**src/cmpif_pkg.sv**
```systemverilog
// Purpose: shared constants for the comparator interface register block
// Assumes: 32-bit register words on a plain strobe port
// Notes:   offsets are byte addresses
package cmpif_pkg;
   localparam int          CMPIF_AW        = 8;
   localparam int          CMPIF_WUP_W     = 10;
   // register offsets
   localparam logic [7:0]  OFS_CTRL        = 8'h00;
   localparam logic [7:0]  OFS_STATE       = 8'h04;
   localparam logic [7:0]  OFS_MASK_SET    = 8'h10;
   localparam logic [7:0]  OFS_MASK_CLR    = 8'h14;
   localparam logic [7:0]  OFS_MASK_VIEW   = 8'h18;
   localparam logic [7:0]  OFS_PEND        = 8'h1C;
   localparam logic [7:0]  OFS_PEND_CLR    = 8'h20;
   localparam logic [7:0]  OFS_OVERRIDE    = 8'h24;
   localparam logic [7:0]  OFS_PRESENCE    = 8'h30;
   localparam logic [7:0]  OFS_CH_SETUP    = 8'h40;
   localparam logic [7:0]  OFS_PAIR_SETUP  = 8'h44;
   // control field positions
   localparam int          CTRL_EN_BIT     = 0;
   localparam int          CTRL_EVT_BIT    = 1;
   localparam int          CTRL_SWGO_BIT   = 4;
   localparam int          CTRL_EVGO_BIT   = 5;
   localparam int          CTRL_BYPASS_BIT = 7;
   localparam int          CTRL_WUP_LSB    = 8;
   // status and interrupt layout
   localparam int          PAIR_LSB        = 24;
   localparam int          PRES_PAIR_LSB   = 16;
   localparam int          SETUP_IRQ_LSB   = 16;
   localparam int          PSETUP_IRQ_LSB  = 4;
   // reset values
   localparam logic [31:0] RST_WORD        = 32'h0000_0000;
   localparam logic [9:0]  RST_WUP         = 10'h000;
   localparam logic [7:0]  RST_BYTE        = 8'h00;
   // channel modes
   localparam logic [1:0]  MODE_OFF        = 2'h0;
   localparam logic [1:0]  MODE_CONT       = 2'h1;
   localparam logic [1:0]  MODE_USER       = 2'h2;
   localparam logic [1:0]  MODE_EVENT      = 2'h3;
   // interrupt selections (channel and pair share codes)
   localparam logic [1:0]  IRQ_HIGH        = 2'h0;
   localparam logic [1:0]  IRQ_LOW         = 2'h1;
   localparam logic [1:0]  IRQ_TOGGLE      = 2'h2;
   localparam logic [1:0]  IRQ_DONE        = 2'h3;
endpackage

```
**src/cmpif_chan.sv**
```systemverilog
// Purpose: one comparator channel: startup hold-off, sampling, irq condition
// Assumes: comparator level is synchronous to clk_sys_i
// Notes:   startup count runs in system clock cycles
`timescale 1ns/1ps
`default_nettype none
module cmpif_chan
   import cmpif_pkg::*;
(
   input  wire logic                   clk_sys_i,
   input  wire logic                   sys_rst_i,
   input  wire logic                   enable_i,
   input  wire logic [1:0]             mode_i,
   input  wire logic [1:0]             irq_sel_i,
   input  wire logic [CMPIF_WUP_W-1:0] startup_i,
   input  wire logic                   cmp_i,
   input  wire logic                   user_go_i,
   input  wire logic                   event_go_i,
   output logic                        warm_o,
   output logic                        take_o,
   output logic                        ready_o,
   output logic                        state_o,
   output logic                        irq_o,
   output logic                        wup_done_o
);
   logic [CMPIF_WUP_W-1:0] cnt_r;
   logic                   warm_r;
   logic                   valid_r;
   logic                   state_r;
   logic                   irq_r;
   logic                   wup_r;
   logic                   reach_w;
   logic                   hit_w;

   // hold off sampling until the startup count is reached after enable
   assign reach_w = enable_i && !warm_r && (cnt_r >= startup_i);
   assign warm_o  = warm_r;
   assign take_o  = warm_r && enable_i &&
                    ((mode_i == MODE_CONT) ||
                     (mode_i == MODE_USER && user_go_i) ||
                     (mode_i == MODE_EVENT && event_go_i));
   assign ready_o = valid_r && warm_r && enable_i;
   assign state_o = state_r;
   assign irq_o   = irq_r;
   assign wup_done_o = wup_r;

   // irq condition is judged on the sample just taken
   always_comb
   begin
      case (irq_sel_i)
         IRQ_HIGH:   hit_w = cmp_i;
         IRQ_LOW:    hit_w = !cmp_i;
         IRQ_TOGGLE: hit_w = valid_r && (cmp_i != state_r);
         default:    hit_w = 1'b1;
      endcase
   end

   // startup counter restarts every time the channel drops out
   always_ff @(posedge clk_sys_i or posedge sys_rst_i)
   begin
      if (sys_rst_i)
      begin
         cnt_r  <= '0;
         warm_r <= 1'b0;
         wup_r  <= 1'b0;
      end
      else
      begin
         wup_r <= reach_w;
         if (!enable_i)
         begin
            cnt_r  <= '0;
            warm_r <= 1'b0;
         end
         else if (reach_w)
            warm_r <= 1'b1;
         else if (!warm_r)
            cnt_r <= cnt_r + 1'b1;
      end
   end

   // sample store; a channel that drops out loses its valid sample
   always_ff @(posedge clk_sys_i or posedge sys_rst_i)
   begin
      if (sys_rst_i)
      begin
         valid_r <= 1'b0;
         state_r <= 1'b0;
         irq_r   <= 1'b0;
      end
      else
      begin
         irq_r <= take_o && hit_w;
         if (!enable_i)
            valid_r <= 1'b0;
         else if (take_o)
         begin
            valid_r <= 1'b1;
            state_r <= cmp_i;
         end
      end
   end
endmodule
`default_nettype wire

```
**src/cmpif_regs.sv**
```systemverilog
// Purpose: control, status, interrupt and test registers of the comparator interface
// Assumes: one-cycle strobes, read data registered one cycle after the read strobe
// Notes:   channel setup word holds the per-channel mode and irq choices, pair setup word the per-pair enable and irq choices
`timescale 1ns/1ps
`default_nettype none
// Notes on behaviour
// RULE_01 - bypass bit set: channels see override register, else real comparators
// RULE_02 - in bypass, channel n takes override bit n
// RULE_03 - writing one to event launch starts a comparison; clears when done
// RULE_04 - an allowed peripheral event sets the event launch bit until done
// RULE_05 - writing one to software launch starts single measurement; clears when done
// RULE_06 - event trigger allow bit gates peripheral events
// RULE_07 - global enable off disables the whole interface
// RULE_08 - after enabling, a channel waits the startup interval before comparing
// RULE_09 - state bits 24..27 show pair input inside window
// RULE_10 - odd state bits show channel ready: valid, enabled, startup over
// RULE_11 - even state bits show current comparison result
// RULE_12 - mask-set write sets mask bits written one
// RULE_13 - mask-clear write clears mask bits written one
// RULE_14 - pending-clear write clears pending bits written one and their request
// RULE_15 - pair pending bits set on window-mode interrupt condition
// RULE_16 - startup pending bit set when startup elapses, held until cleared
// RULE_17 - channel pending bit set on comparison interrupt, held until cleared
// RULE_18 - presence bits 16..19 show which pairs exist
// RULE_19 - presence bits 0..7 show which channels exist
// RULE_20 - event starts all event-mode channels together, others unaffected
// RULE_21 - mode codes: off 00, continuous 01, user 10, event 11
// RULE_22 - interrupt request high when any pending bit is also masked in
// RULE_23 - reserved bits read zero and ignore writes
module cmpif_regs
   import cmpif_pkg::*;
#(
   parameter int NUM_CH   = 8,
   parameter int NUM_PAIR = 4
)
(
   input  wire logic                clk_sys_i,
   input  wire logic                sys_rst_i,
   input  wire logic [CMPIF_AW-1:0] addr_i,
   input  wire logic [31:0]         wdata_i,
   input  wire logic                wr_i,
   input  wire logic                rd_i,
   input  wire logic [7:0]          cmp_out_i,
   input  wire logic                periph_evt_i,
   output logic [31:0]              rdata_o,
   output logic                     irq_o
);
   // a pair needs two channels; the layout has room for eight channels
   if (NUM_CH < 1 || NUM_CH > 8 || NUM_PAIR < 0 || 2 * NUM_PAIR > NUM_CH)
   begin : g_bad_cfg
      $error("cmpif_regs: channel or pair count out of range");
   end

   logic                   en_r;
   logic                   evt_allow_r;
   logic                   bypass_r;
   logic                   swgo_r;
   logic                   evgo_r;
   logic [CMPIF_WUP_W-1:0] wup_r;
   logic [7:0]             ovr_r;
   logic [15:0]            mode_r;
   logic [15:0]            chsel_r;
   logic [3:0]             wen_r;
   logic [7:0]             wsel_r;
   logic [31:0]            mask_r;
   logic [31:0]            pend_r;
   logic [31:0]            rdata_r;
   logic                   irq_r;
   logic [3:0]             inside_r;

   logic [7:0]             ch_present_w;
   logic [3:0]             pair_present_w;
   logic [31:0]            valid_w;
   logic [7:0]             cmp_sel_w;
   logic [7:0]             warm_w;
   logic [7:0]             take_w;
   logic [7:0]             ready_w;
   logic [7:0]             state_w;
   logic [7:0]             ch_irq_w;
   logic [7:0]             wup_irq_w;
   logic [7:0]             is_user_w;
   logic [7:0]             is_evt_w;
   logic [3:0]             inside_w;
   logic [3:0]             pair_irq_w;
   logic [31:0]            ev_w;
   logic [15:0]            state_word_w;
   logic                   user_done_w;
   logic                   evt_done_w;
   logic                   evt_in_w;

   // address decode
   logic wr_ctrl_w;
   logic wr_mset_w;
   logic wr_mclr_w;
   logic wr_pclr_w;
   logic wr_ovr_w;
   logic wr_chs_w;
   logic wr_prs_w;
   assign wr_ctrl_w = wr_i && (addr_i == OFS_CTRL);
   assign wr_mset_w = wr_i && (addr_i == OFS_MASK_SET);
   assign wr_mclr_w = wr_i && (addr_i == OFS_MASK_CLR);
   assign wr_pclr_w = wr_i && (addr_i == OFS_PEND_CLR);
   assign wr_ovr_w  = wr_i && (addr_i == OFS_OVERRIDE);
   assign wr_chs_w  = wr_i && (addr_i == OFS_CH_SETUP);
   assign wr_prs_w  = wr_i && (addr_i == OFS_PAIR_SETUP);

   // presence and the set of implemented interrupt bits
   assign ch_present_w   = 8'((9'h001 << NUM_CH) - 9'h001); // RULE_19
   assign pair_present_w = 4'((5'h01 << NUM_PAIR) - 5'h01); // RULE_18

   // choose real or override comparator levels
   assign cmp_sel_w = bypass_r ? ovr_r : cmp_out_i; // RULE_01 RULE_02

   // peripheral event only counts while allowed and enabled
   assign evt_in_w = periph_evt_i && evt_allow_r && en_r; // RULE_06 RULE_07

   // a launch ends once every channel in its mode has had its sample
   assign user_done_w = !en_r || ((is_user_w & ~warm_w) == 8'h00);
   assign evt_done_w  = !en_r || ((is_evt_w & ~warm_w) == 8'h00);

   genvar gi;
   generate
      for (gi = 0; gi < 8; gi++)
      begin : g_ch
         if (gi < NUM_CH)
         begin : g_on
            logic [1:0] m_w;
            assign m_w = mode_r[2*gi+1:2*gi]; // RULE_21
            assign is_user_w[gi] = en_r && (m_w == MODE_USER);
            assign is_evt_w[gi]  = en_r && (m_w == MODE_EVENT);
            cmpif_chan u_chan (
               .clk_sys_i  (clk_sys_i),
               .sys_rst_i  (sys_rst_i),
               .enable_i   (en_r && (m_w != MODE_OFF)), // RULE_07
               .mode_i     (m_w),
               .irq_sel_i  (chsel_r[2*gi+1:2*gi]),
               .startup_i  (wup_r), // RULE_08
               .cmp_i      (cmp_sel_w[gi]),
               .user_go_i  (swgo_r),
               .event_go_i (evgo_r), // RULE_20
               .warm_o     (warm_w[gi]),
               .take_o     (take_w[gi]),
               .ready_o    (ready_w[gi]),
               .state_o    (state_w[gi]),
               .irq_o      (ch_irq_w[gi]),
               .wup_done_o (wup_irq_w[gi])
            );
         end
         else
         begin : g_off
            assign is_user_w[gi] = 1'b0;
            assign is_evt_w[gi]  = 1'b0;
            assign warm_w[gi]    = 1'b0;
            assign take_w[gi]    = 1'b0;
            assign ready_w[gi]   = 1'b0;
            assign state_w[gi]   = 1'b0;
            assign ch_irq_w[gi]  = 1'b0;
            assign wup_irq_w[gi] = 1'b0;
         end
         // ready on odd, comparison on even positions
         assign state_word_w[2*gi]   = state_w[gi] && ready_w[gi]; // RULE_11
         assign state_word_w[2*gi+1] = ready_w[gi]; // RULE_10
         assign ev_w[2*gi]   = ch_irq_w[gi]; // RULE_17
         assign ev_w[2*gi+1] = wup_irq_w[gi]; // RULE_16
      end

      // window pairs: even channel high below upper, odd high above lower
      for (gi = 0; gi < 4; gi++)
      begin : g_pair
         logic wdone_w;
         assign inside_w[gi] = pair_present_w[gi] &&
                               ready_w[2*gi] && ready_w[2*gi+1] &&
                               state_w[2*gi] && state_w[2*gi+1];
         assign wdone_w = take_w[2*gi] && take_w[2*gi+1];
         always_comb
         begin
            case (wsel_r[2*gi+1:2*gi])
               IRQ_HIGH:   pair_irq_w[gi] = inside_w[gi] && !inside_r[gi];
               IRQ_LOW:    pair_irq_w[gi] = !inside_w[gi] && inside_r[gi];
               IRQ_TOGGLE: pair_irq_w[gi] = inside_w[gi] != inside_r[gi];
               default:    pair_irq_w[gi] = wdone_w;
            endcase
         end
         assign ev_w[PAIR_LSB+gi] = wen_r[gi] && pair_present_w[gi] &&
                                    pair_irq_w[gi]; // RULE_15
      end
   endgenerate
   assign ev_w[23:16] = 8'h00;
   assign ev_w[31:28] = 4'h0;

   // only implemented bits can hold a mask or pending state
   assign valid_w = {4'h0, pair_present_w, 8'h00,
                     {ch_present_w[7], ch_present_w[7]}, {ch_present_w[6], ch_present_w[6]},
                     {ch_present_w[5], ch_present_w[5]}, {ch_present_w[4], ch_present_w[4]},
                     {ch_present_w[3], ch_present_w[3]}, {ch_present_w[2], ch_present_w[2]},
                     {ch_present_w[1], ch_present_w[1]}, {ch_present_w[0], ch_present_w[0]}};

   // control word; launch bits are set by a one and cleared by completion
   always_ff @(posedge clk_sys_i or posedge sys_rst_i)
   begin
      if (sys_rst_i)
      begin
         en_r        <= 1'b0;
         evt_allow_r <= 1'b0;
         bypass_r    <= 1'b0;
         wup_r       <= RST_WUP;
         swgo_r      <= 1'b0;
         evgo_r      <= 1'b0;
      end
      else
      begin
         if (wr_ctrl_w)
         begin
            en_r        <= wdata_i[CTRL_EN_BIT]; // RULE_07
            evt_allow_r <= wdata_i[CTRL_EVT_BIT]; // RULE_06
            bypass_r    <= wdata_i[CTRL_BYPASS_BIT]; // RULE_01
            wup_r       <= wdata_i[CTRL_WUP_LSB+CMPIF_WUP_W-1:CTRL_WUP_LSB];
         end
         // a fresh one wins over completion in the same cycle
         swgo_r <= (swgo_r && !user_done_w) ||
                   (wr_ctrl_w && wdata_i[CTRL_SWGO_BIT]); // RULE_05
         evgo_r <= (evgo_r && !evt_done_w) ||
                   (wr_ctrl_w && wdata_i[CTRL_EVGO_BIT]) || // RULE_03
                   evt_in_w; // RULE_04
      end
   end

   // setup words and override value
   always_ff @(posedge clk_sys_i or posedge sys_rst_i)
   begin
      if (sys_rst_i)
      begin
         ovr_r   <= RST_BYTE;
         mode_r  <= RST_WORD[15:0];
         chsel_r <= RST_WORD[15:0];
         wen_r   <= RST_WORD[3:0];
         wsel_r  <= RST_BYTE;
      end
      else
      begin
         if (wr_ovr_w)
            ovr_r <= wdata_i[7:0]; // RULE_02
         if (wr_chs_w)
         begin
            mode_r  <= wdata_i[15:0];
            chsel_r <= wdata_i[SETUP_IRQ_LSB+15:SETUP_IRQ_LSB];
         end
         if (wr_prs_w)
         begin
            wen_r  <= wdata_i[3:0];
            wsel_r <= wdata_i[PSETUP_IRQ_LSB+7:PSETUP_IRQ_LSB];
         end
      end
   end

   // mask and pending; a new event wins over a clear in the same cycle
   always_ff @(posedge clk_sys_i or posedge sys_rst_i)
   begin
      if (sys_rst_i)
      begin
         mask_r   <= RST_WORD;
         pend_r   <= RST_WORD;
         inside_r <= RST_WORD[3:0];
         irq_r    <= 1'b0;
      end
      else
      begin
         inside_r <= inside_w;
         if (wr_mset_w)
            mask_r <= mask_r | (wdata_i & valid_w); // RULE_12 RULE_23
         else if (wr_mclr_w)
            mask_r <= mask_r & ~wdata_i; // RULE_13
         pend_r <= ((pend_r & ~(wr_pclr_w ? wdata_i : 32'h0000_0000)) |
                    ev_w) & valid_w; // RULE_14
         irq_r  <= |(pend_r & mask_r); // RULE_22
      end
   end

   // read mux, registered; unmapped and write-only offsets read zero
   logic [31:0] rmux_w;
   always_comb
   begin
      case (addr_i)
         OFS_CTRL:       rmux_w = {14'h0000, wup_r, bypass_r, 1'b0, evgo_r,
                                   swgo_r, 2'h0, evt_allow_r, en_r};
         OFS_STATE:      rmux_w = {4'h0, inside_w, 8'h00, state_word_w}; // RULE_09
         OFS_MASK_VIEW:  rmux_w = mask_r;
         OFS_PEND:       rmux_w = pend_r;
         OFS_OVERRIDE:   rmux_w = {24'h00_0000, ovr_r}; // RULE_23
         OFS_PRESENCE:   rmux_w = {12'h000, pair_present_w, 8'h00, ch_present_w};
         OFS_CH_SETUP:   rmux_w = {chsel_r, mode_r};
         OFS_PAIR_SETUP: rmux_w = {20'h0_0000, wsel_r, wen_r};
         default:        rmux_w = 32'h0000_0000;
      endcase
   end

   always_ff @(posedge clk_sys_i or posedge sys_rst_i)
   begin
      if (sys_rst_i)
         rdata_r <= RST_WORD;
      else
         rdata_r <= rd_i ? rmux_w : 32'h0000_0000;
   end

   assign rdata_o = rdata_r;
   assign irq_o   = irq_r;
endmodule
`default_nettype wire

```
**config.mk**
```make
export PLATFORM = sky130hd
export DESIGN_NAME = cmpif_regs
export DESIGN_NICKNAME = d
export VERILOG_FILES = /design/src/cmpif_pkg.sv /design/src/cmpif_chan.sv /design/src/cmpif_regs.sv
export SDC_FILE = /design/constraint.sdc
export NUM_CORES = 1
export LEC_CHECK = 0
export BUFFER_PORTS_ARGS = -buffer_cell sky130_fd_sc_hd__clkbuf_2
export CAP_MARGIN = 20
export CORE_MARGIN = 2
export CORE_UTILIZATION = 40
export DETAILED_ROUTE_END_ITERATION = 8
export SYNTH_ARGS = -nofsm -noshare
export SYNTH_HDL_FRONTEND = slang
export SYNTH_SLANG_ARGS = --single-unit
```
**constraint.sdc**
```tcl
create_clock -name clk_sys_i -period 9.15 [get_ports clk_sys_i]
set_input_delay 1.83 -clock clk_sys_i [delete_from_list [all_inputs] [get_ports clk_sys_i]]
set_output_delay 1.83 -clock clk_sys_i [all_outputs]
set_load 0.05 [all_outputs]
```
== After elaboration in Yosys (flattened, before gate mapping) ==
Cells that the tools add are included.
Storage, ports and cells
  bits in registers: 276
  input port bits: 53
  output and inout bits: 33
Cells by class
  $add $sub $neg: 8
  magnitude comparators: 8
  equality and inequality tests: 102
  multiplexer cells: 74
  bitwise gates (word level): 10
  reduce and logical (&&, ||, !) cells: 242
Operators by type and width (count)
  $pmux W32 S8: 1
  $mux W10: 24
  $logic_and A1 B1 Y1: 153
  $mux W32: 3
  $add A10 B1 Y10 const B: 8
  $ge A10 B10 Y1: 8
  $ne A2 B2 Y1 const B: 32
  $eq A2 B2 Y1 const B: 28
  $eq A2 B1 Y1 const B: 20
  $pmux W1 S3: 12
  $and A28 B32 Y32: 1
  $and A32 B32 Y32: 1
  $eq A8 B5 Y1 const B: 4
  $mux W1: 32
  $not A32 Y32: 1
  $or A32 B28 Y32: 1
  $reduce_and A2 Y1: 16
  $reduce_or A32 Y1: 1
  $and A28 B28 Y28: 1
  $mux W28: 1
  $not A28 Y28: 1
  $or A28 B28 Y28: 1
  $logic_not A1 Y1: 27
  $eq A8 B6 Y1 const B: 3
  other kinds (10): 64

== Depth between registers and ports, before layout ==
  depth in word-level cells: 11
  gate-level depth with buffers: 10
  gate-level depth less buffers: 9

== Cells and area by module ==
A second synthesis with hierarchy kept.
Second synthesis, totals
  cell total of the unflattened synthesis: 1605
  area, all modules: 16054.1 um^2
Modules (own cells, without submodules)
  cmpif_regs: times used 1, cells an instance 640, area an instance 7552.2 um^2, sequential area each 3903.7 um^2
  cmpif_chan (g_ch[0].g_on.u_chan ...): times used 7, cells an instance 121, area an instance 1062.3 um^2, sequential area each 375.4 um^2
  cmpif_chan (g_ch[4].g_on.u_chan): times used 1, cells an instance 118, area an instance 1066.0 um^2, sequential area each 375.4 um^2

== Least setup slack after synthesis ==
No wires, ideal clock.
  path type: input port to flip-flop
  start point: input port addr_i[1]
  end point: register wen_r[0]
  arrival time: 3299 ps
  required time: 9025 ps
  slack: 5727 ps
  stages on the path: 6
  cells stage by stage: nor2_1 -> nand3b_1 -> nor2_1 -> nand2_1 -> buf_1 -> mux2_2
Between the ends
  longest elaborated chain between the ends: 2
RTL lines
  start, declared: line cmpif_regs.sv:39  | input wire logic [CMPIF_AW-1:0] addr_i,
  $eq A8 B7 Y1: line cmpif_regs.sv:105  | assign wr_prs_w = wr_i && (addr_i == OFS_PAIR_SETUP);
  $logic_and A1 B1 Y1: line cmpif_regs.sv:105
  end signal, assigned: line cmpif_regs.sv:236  | wen_r <= RST_WORD[3:0];
  end signal, assigned: line cmpif_regs.sv:250  | wen_r <= wdata_i[3:0];
  end, declared: line cmpif_regs.sv:63  | logic [3:0] wen_r;
No other way between the ends.
A chain may end at the register's enable or synchronous reset.

== Worst setup path in the final report ==
  start point: input port addr_i[3]
  end point: register rdata_r[6] (netlist: rdata_o[6])
Between the ends
  longest elaborated chain between the ends: 3
  elaborated cells on any way between the ends: 10
  those cells by class: eq/ne (7); mux (2); reduce/logical (1)
RTL lines
  $eq A8 B7 Y1 (tied with other cells): line cmpif_regs.sv:283  | case (addr_i)
  $pmux W32 S8 *: line cmpif_regs.sv:283
  $mux W32 *: line cmpif_regs.sv:302  | rdata_r <= rd_i ? rmux_w : 32'h0000_0000;
  end signal, assigned: line cmpif_regs.sv:302
  end, declared: line cmpif_regs.sv:67  | logic [31:0] rdata_r;
Mark *: on every way between the ends. The rest lies on a longest branch, timed or not.

==> summary.md <==
| Metric | Value |
|---|---|
| Run status | finished clean |
| Most area-hungry cell type in the Yosys netlist | dfrtp_1 |
| Leading post-synthesis cells by cell area | dfrtp_1 (48%), ha_1 (8.3%), mux2_2 (5.1%), a21oi_1 (3.9%), nor2_1 (3.0%) |
| Yosys top cell area share | between 40% and 50% |
| Initial antenna violation count | 3 |
| Site Rows | 69 |
| Slew Viols, Final | 0 |
| Max Cap Violations | 0 |
| Die W | 195 microns |
| CP endpoint kind | flip-flop |
| Port-buffer cells | 85 |
| WL final | between 40,000 and 50,000 microns |
| Final hold vios | 0 |
| Setup TNS | 0 ns |
| Synth unique cells | roughly 60 |
| Post-CTS Setup Inserts | 0 |
| Vias in the first global route | between 10,000 and 15,000 |
| DR vias | about 12,000 |
| Synth warn | 0 |
| Post-synth EDFFs | 0 |
| Number of buffers created by CTS | 31 |
| Crit share post-route | 42.9% |
| Die Ht | 195 microns |
| RSZ-0062 raised after global routing | false |
| #FFs+latches synth | approximately 280 |
| Share of cells above drive strength 1 | around 15% |
| Core area | roughly 0.036 sq mm |
| Crit-path max cell delay | about 0.85 ns |
| Worst Tran Pin Value | 1.15 ns |
| Clock buffer depth | 3 |
| Post-layout min period | ~4 ns |
| Clock slew at reported path FFs | 0.06 ns |
| Largest net degree at the start of global routing | around 160 |
| CTS Sinks | 276 |
| Ys async rst share | 100% |
| Post-CTS Resized | 0 |
| Worst vdd ir | roughly 0.11 mV |
| Final Power | roughly 2.8 mW |
| Global-route wire length before repair | between 60,000 and 70,000 microns |
| First-pass DRT Iterations | 6 |
| WP data arrival | 4.38 ns |
| Clock skew | about 0.012 ns |
| CTS H-tree lvls | 1 |
| Antenna-violating nets left | 0 |
| Avg Cell Area, Syn | roughly 10 sq um |
| Placed inst area | ~0.015 sq mm |
| CTS tree | built |
| Crit-path cells | clkbuf_2 -> nor4_1 -> nand2_1 -> nor2_1 -> o41ai_2 -> buf_4 -> a31oi_1 |
| DP Cell Count | 1,938 |
| FF-to-FF setup slack | 6.01 ns |
| Cell Area, Synth | between 0.01 and 0.015 sq mm |
| Ys flop type | dfrtp_1 |
| Post-Layout Cell Count | roughly 2,000 |
| Leak | about 7.4 nW |
| Initial drt markers | between 800 and 900 |
| Setup violations, final | 0 |
| Mapped Cells | 1,428 |
| DRC | 0 |
| Ports | 86 |
| Root buffer cell | clkbuf_16 |
| DP HPWL | roughly 30,000 microns |
| Sequential-to-total area share from yosys stat | between 40 and 50% |
| Area grow syn2layout | 13.7% |
| Setup Crit Path Kind | input pin to flip-flop |
| Vias/cell | 5.87 |
| Most instantiated cells after synthesis | dfrtp_1 (276), nor2_1 (117), nand2_1 (114) |
| Buf/Inv on CP | 2 |
| Synthesized Nets | about 1,600 |
| Starting Density | between 40% and 50% |
| Routability cong. | slightly below 0.9 |
| Pwr dens | 167 mW/mm^2 |
| Slew margin rel. | 23.0% |
| Worst setup SP type | input pin |
| Required time worst endpoint | roughly 9.6 ns |
| Crit-path slowest cell | nor2_1 |
| HP Class | flip-flop to flip-flop |
| Crit path max fanout | 22 |
| Skew-Pair Late Insertion Delay | 0.55 ns |
| DR WL/cell | about 21 microns |
| Min Hold Slack | around 0.43 ns |
| GRT Total Usage | between 20% and 30% |
| Post-CTS Hold Fix Bufs | 0 |
| Family with the most delay on the worst path | simple AND/OR/NAND/NOR gates |
| Die ar. | approximately 0.038 sq mm |
| Post-route cell area | ~0.017 sq mm |
| Most instantiated library cell after synthesis | dfrtp_1 |
| Max frequency | roughly 250 MHz |
| Grt total ovfl | 0 |
| Nets | 1,661 |
[state kept, by name (all words and copies together), names as in the netlist, 10 cells and up, named ones only]
name / count
pend_r: 20
wup_r: 10
rdata_o: 32
mask_r: 12
mode_r: 16
chsel_r: 16
g_ch.g_on.u_chan.cnt_r: 80
[worst reg2reg max path: stages (launching register included)]
cell	delay [ns]
dfrtp_1	0.88
ha_1	0.36
nand2b_1	0.14
a21o_1	0.20
a311oi_2	0.57
nand3_1	0.33
or3_1	0.43
a21oi_1	0.16
[through the flow]
stage	util, %	worst slack (ns)
global route	46.3	5.12
global placement	43.4	4.83
finish	46.3	5.22
floorplan	-	3.67
CTS	46.3	5.31
detailed placement	43.4	4.72
[kinds of logic after synthesis]
| group | after synthesis | share of synthesized area, % |
|---|---|---|
| muxes | 82 | 6.22 |
| adders and majority gates | 96 | 8.27 |
| and+or+nand+nor | 461 | 15.9 |
| buffers and inverters | 94 | 2.54 |
| xor gates and xnor gates | 56 | 3.38 |
| DFF | 276 | 47.6 |
| AOI/OAI and AO/OA | 363 | 16.1 |
[cell type report]
cell class,count,area (sq um)
inverters,39,150
well taps,461,577
fillers,3309,19100
diodes,2,5.00
clock inverters,12,110
flip-flops and latches,276,6910
repair buffers,106,591
multi-input cells,1058,7260
clock buffers,45,908
[cell usage in the layout, fill, tap and decap left out, drive strengths merged, types with 14 or more instances in the layout]
master  synthesis  final
nand2         114    114
a22oi          28     28
a221oi         16     16
nor3           26     26
nand4          39     39
o21ai          62     62
a21o           27     27
a21oi         113    113
xnor2          35     35
nor2          117    117
nand3          49     49
nand2b         14     14
dfrtp         276    276
xor2           21     21
clkbuf         43    131
or3            22     22
inv            39     38
buf            12     20
a211oi         22     22
a21boi         15     15
ha             96     96
mux2i          16     16
mux2           66     66
a31oi          27     27
[power breakdown]
part           switching [mW]  internal [mW]  leakage [nW]  total [mW]
Combinational           0.151         0.0798          3.12       0.231
Sequential             0.0374           1.25          3.76        1.28
Clock                   0.506          0.738         0.514        1.24
[layer usage]
| metal | share of wire [%] | track usage [%] | vias to the layer above |
|---|---|---|---|
| met3 | 7.6 | 4.60 | 96 |
| li1 | - | - | 5454 |
| met1 | 44 | 31.0 | 5736 |
| met2 | 45 | 35.5 | 440 |
| met4 | 3.6 | 8.18 | 2 |
| met5 | 0.040 | 0 | - |
[path summary, 6_finish.rpt]
kind	startpoint	endpoint	cells past startpoint
worst max-delay path	addr_i[3]	rdata_o[6]	7
worst min-delay path	g_ch[0].g_on.u_chan.wup_done_o	pend_r[1]	1
worst max register to register	wup_r[0]	g_ch[2].g_on.u_chan.cnt_r[3]	7
worst min register to register	g_ch[0].g_on.u_chan.wup_done_o	pend_r[1]	1
max in group asynchronous	sys_rst_i	g_ch[1].g_on.u_chan.cnt_r[5]	4
min in group asynchronous	sys_rst_i	asynchronous set/reset pin	3
Note: power is estimated with default switching activity, not from simulation.
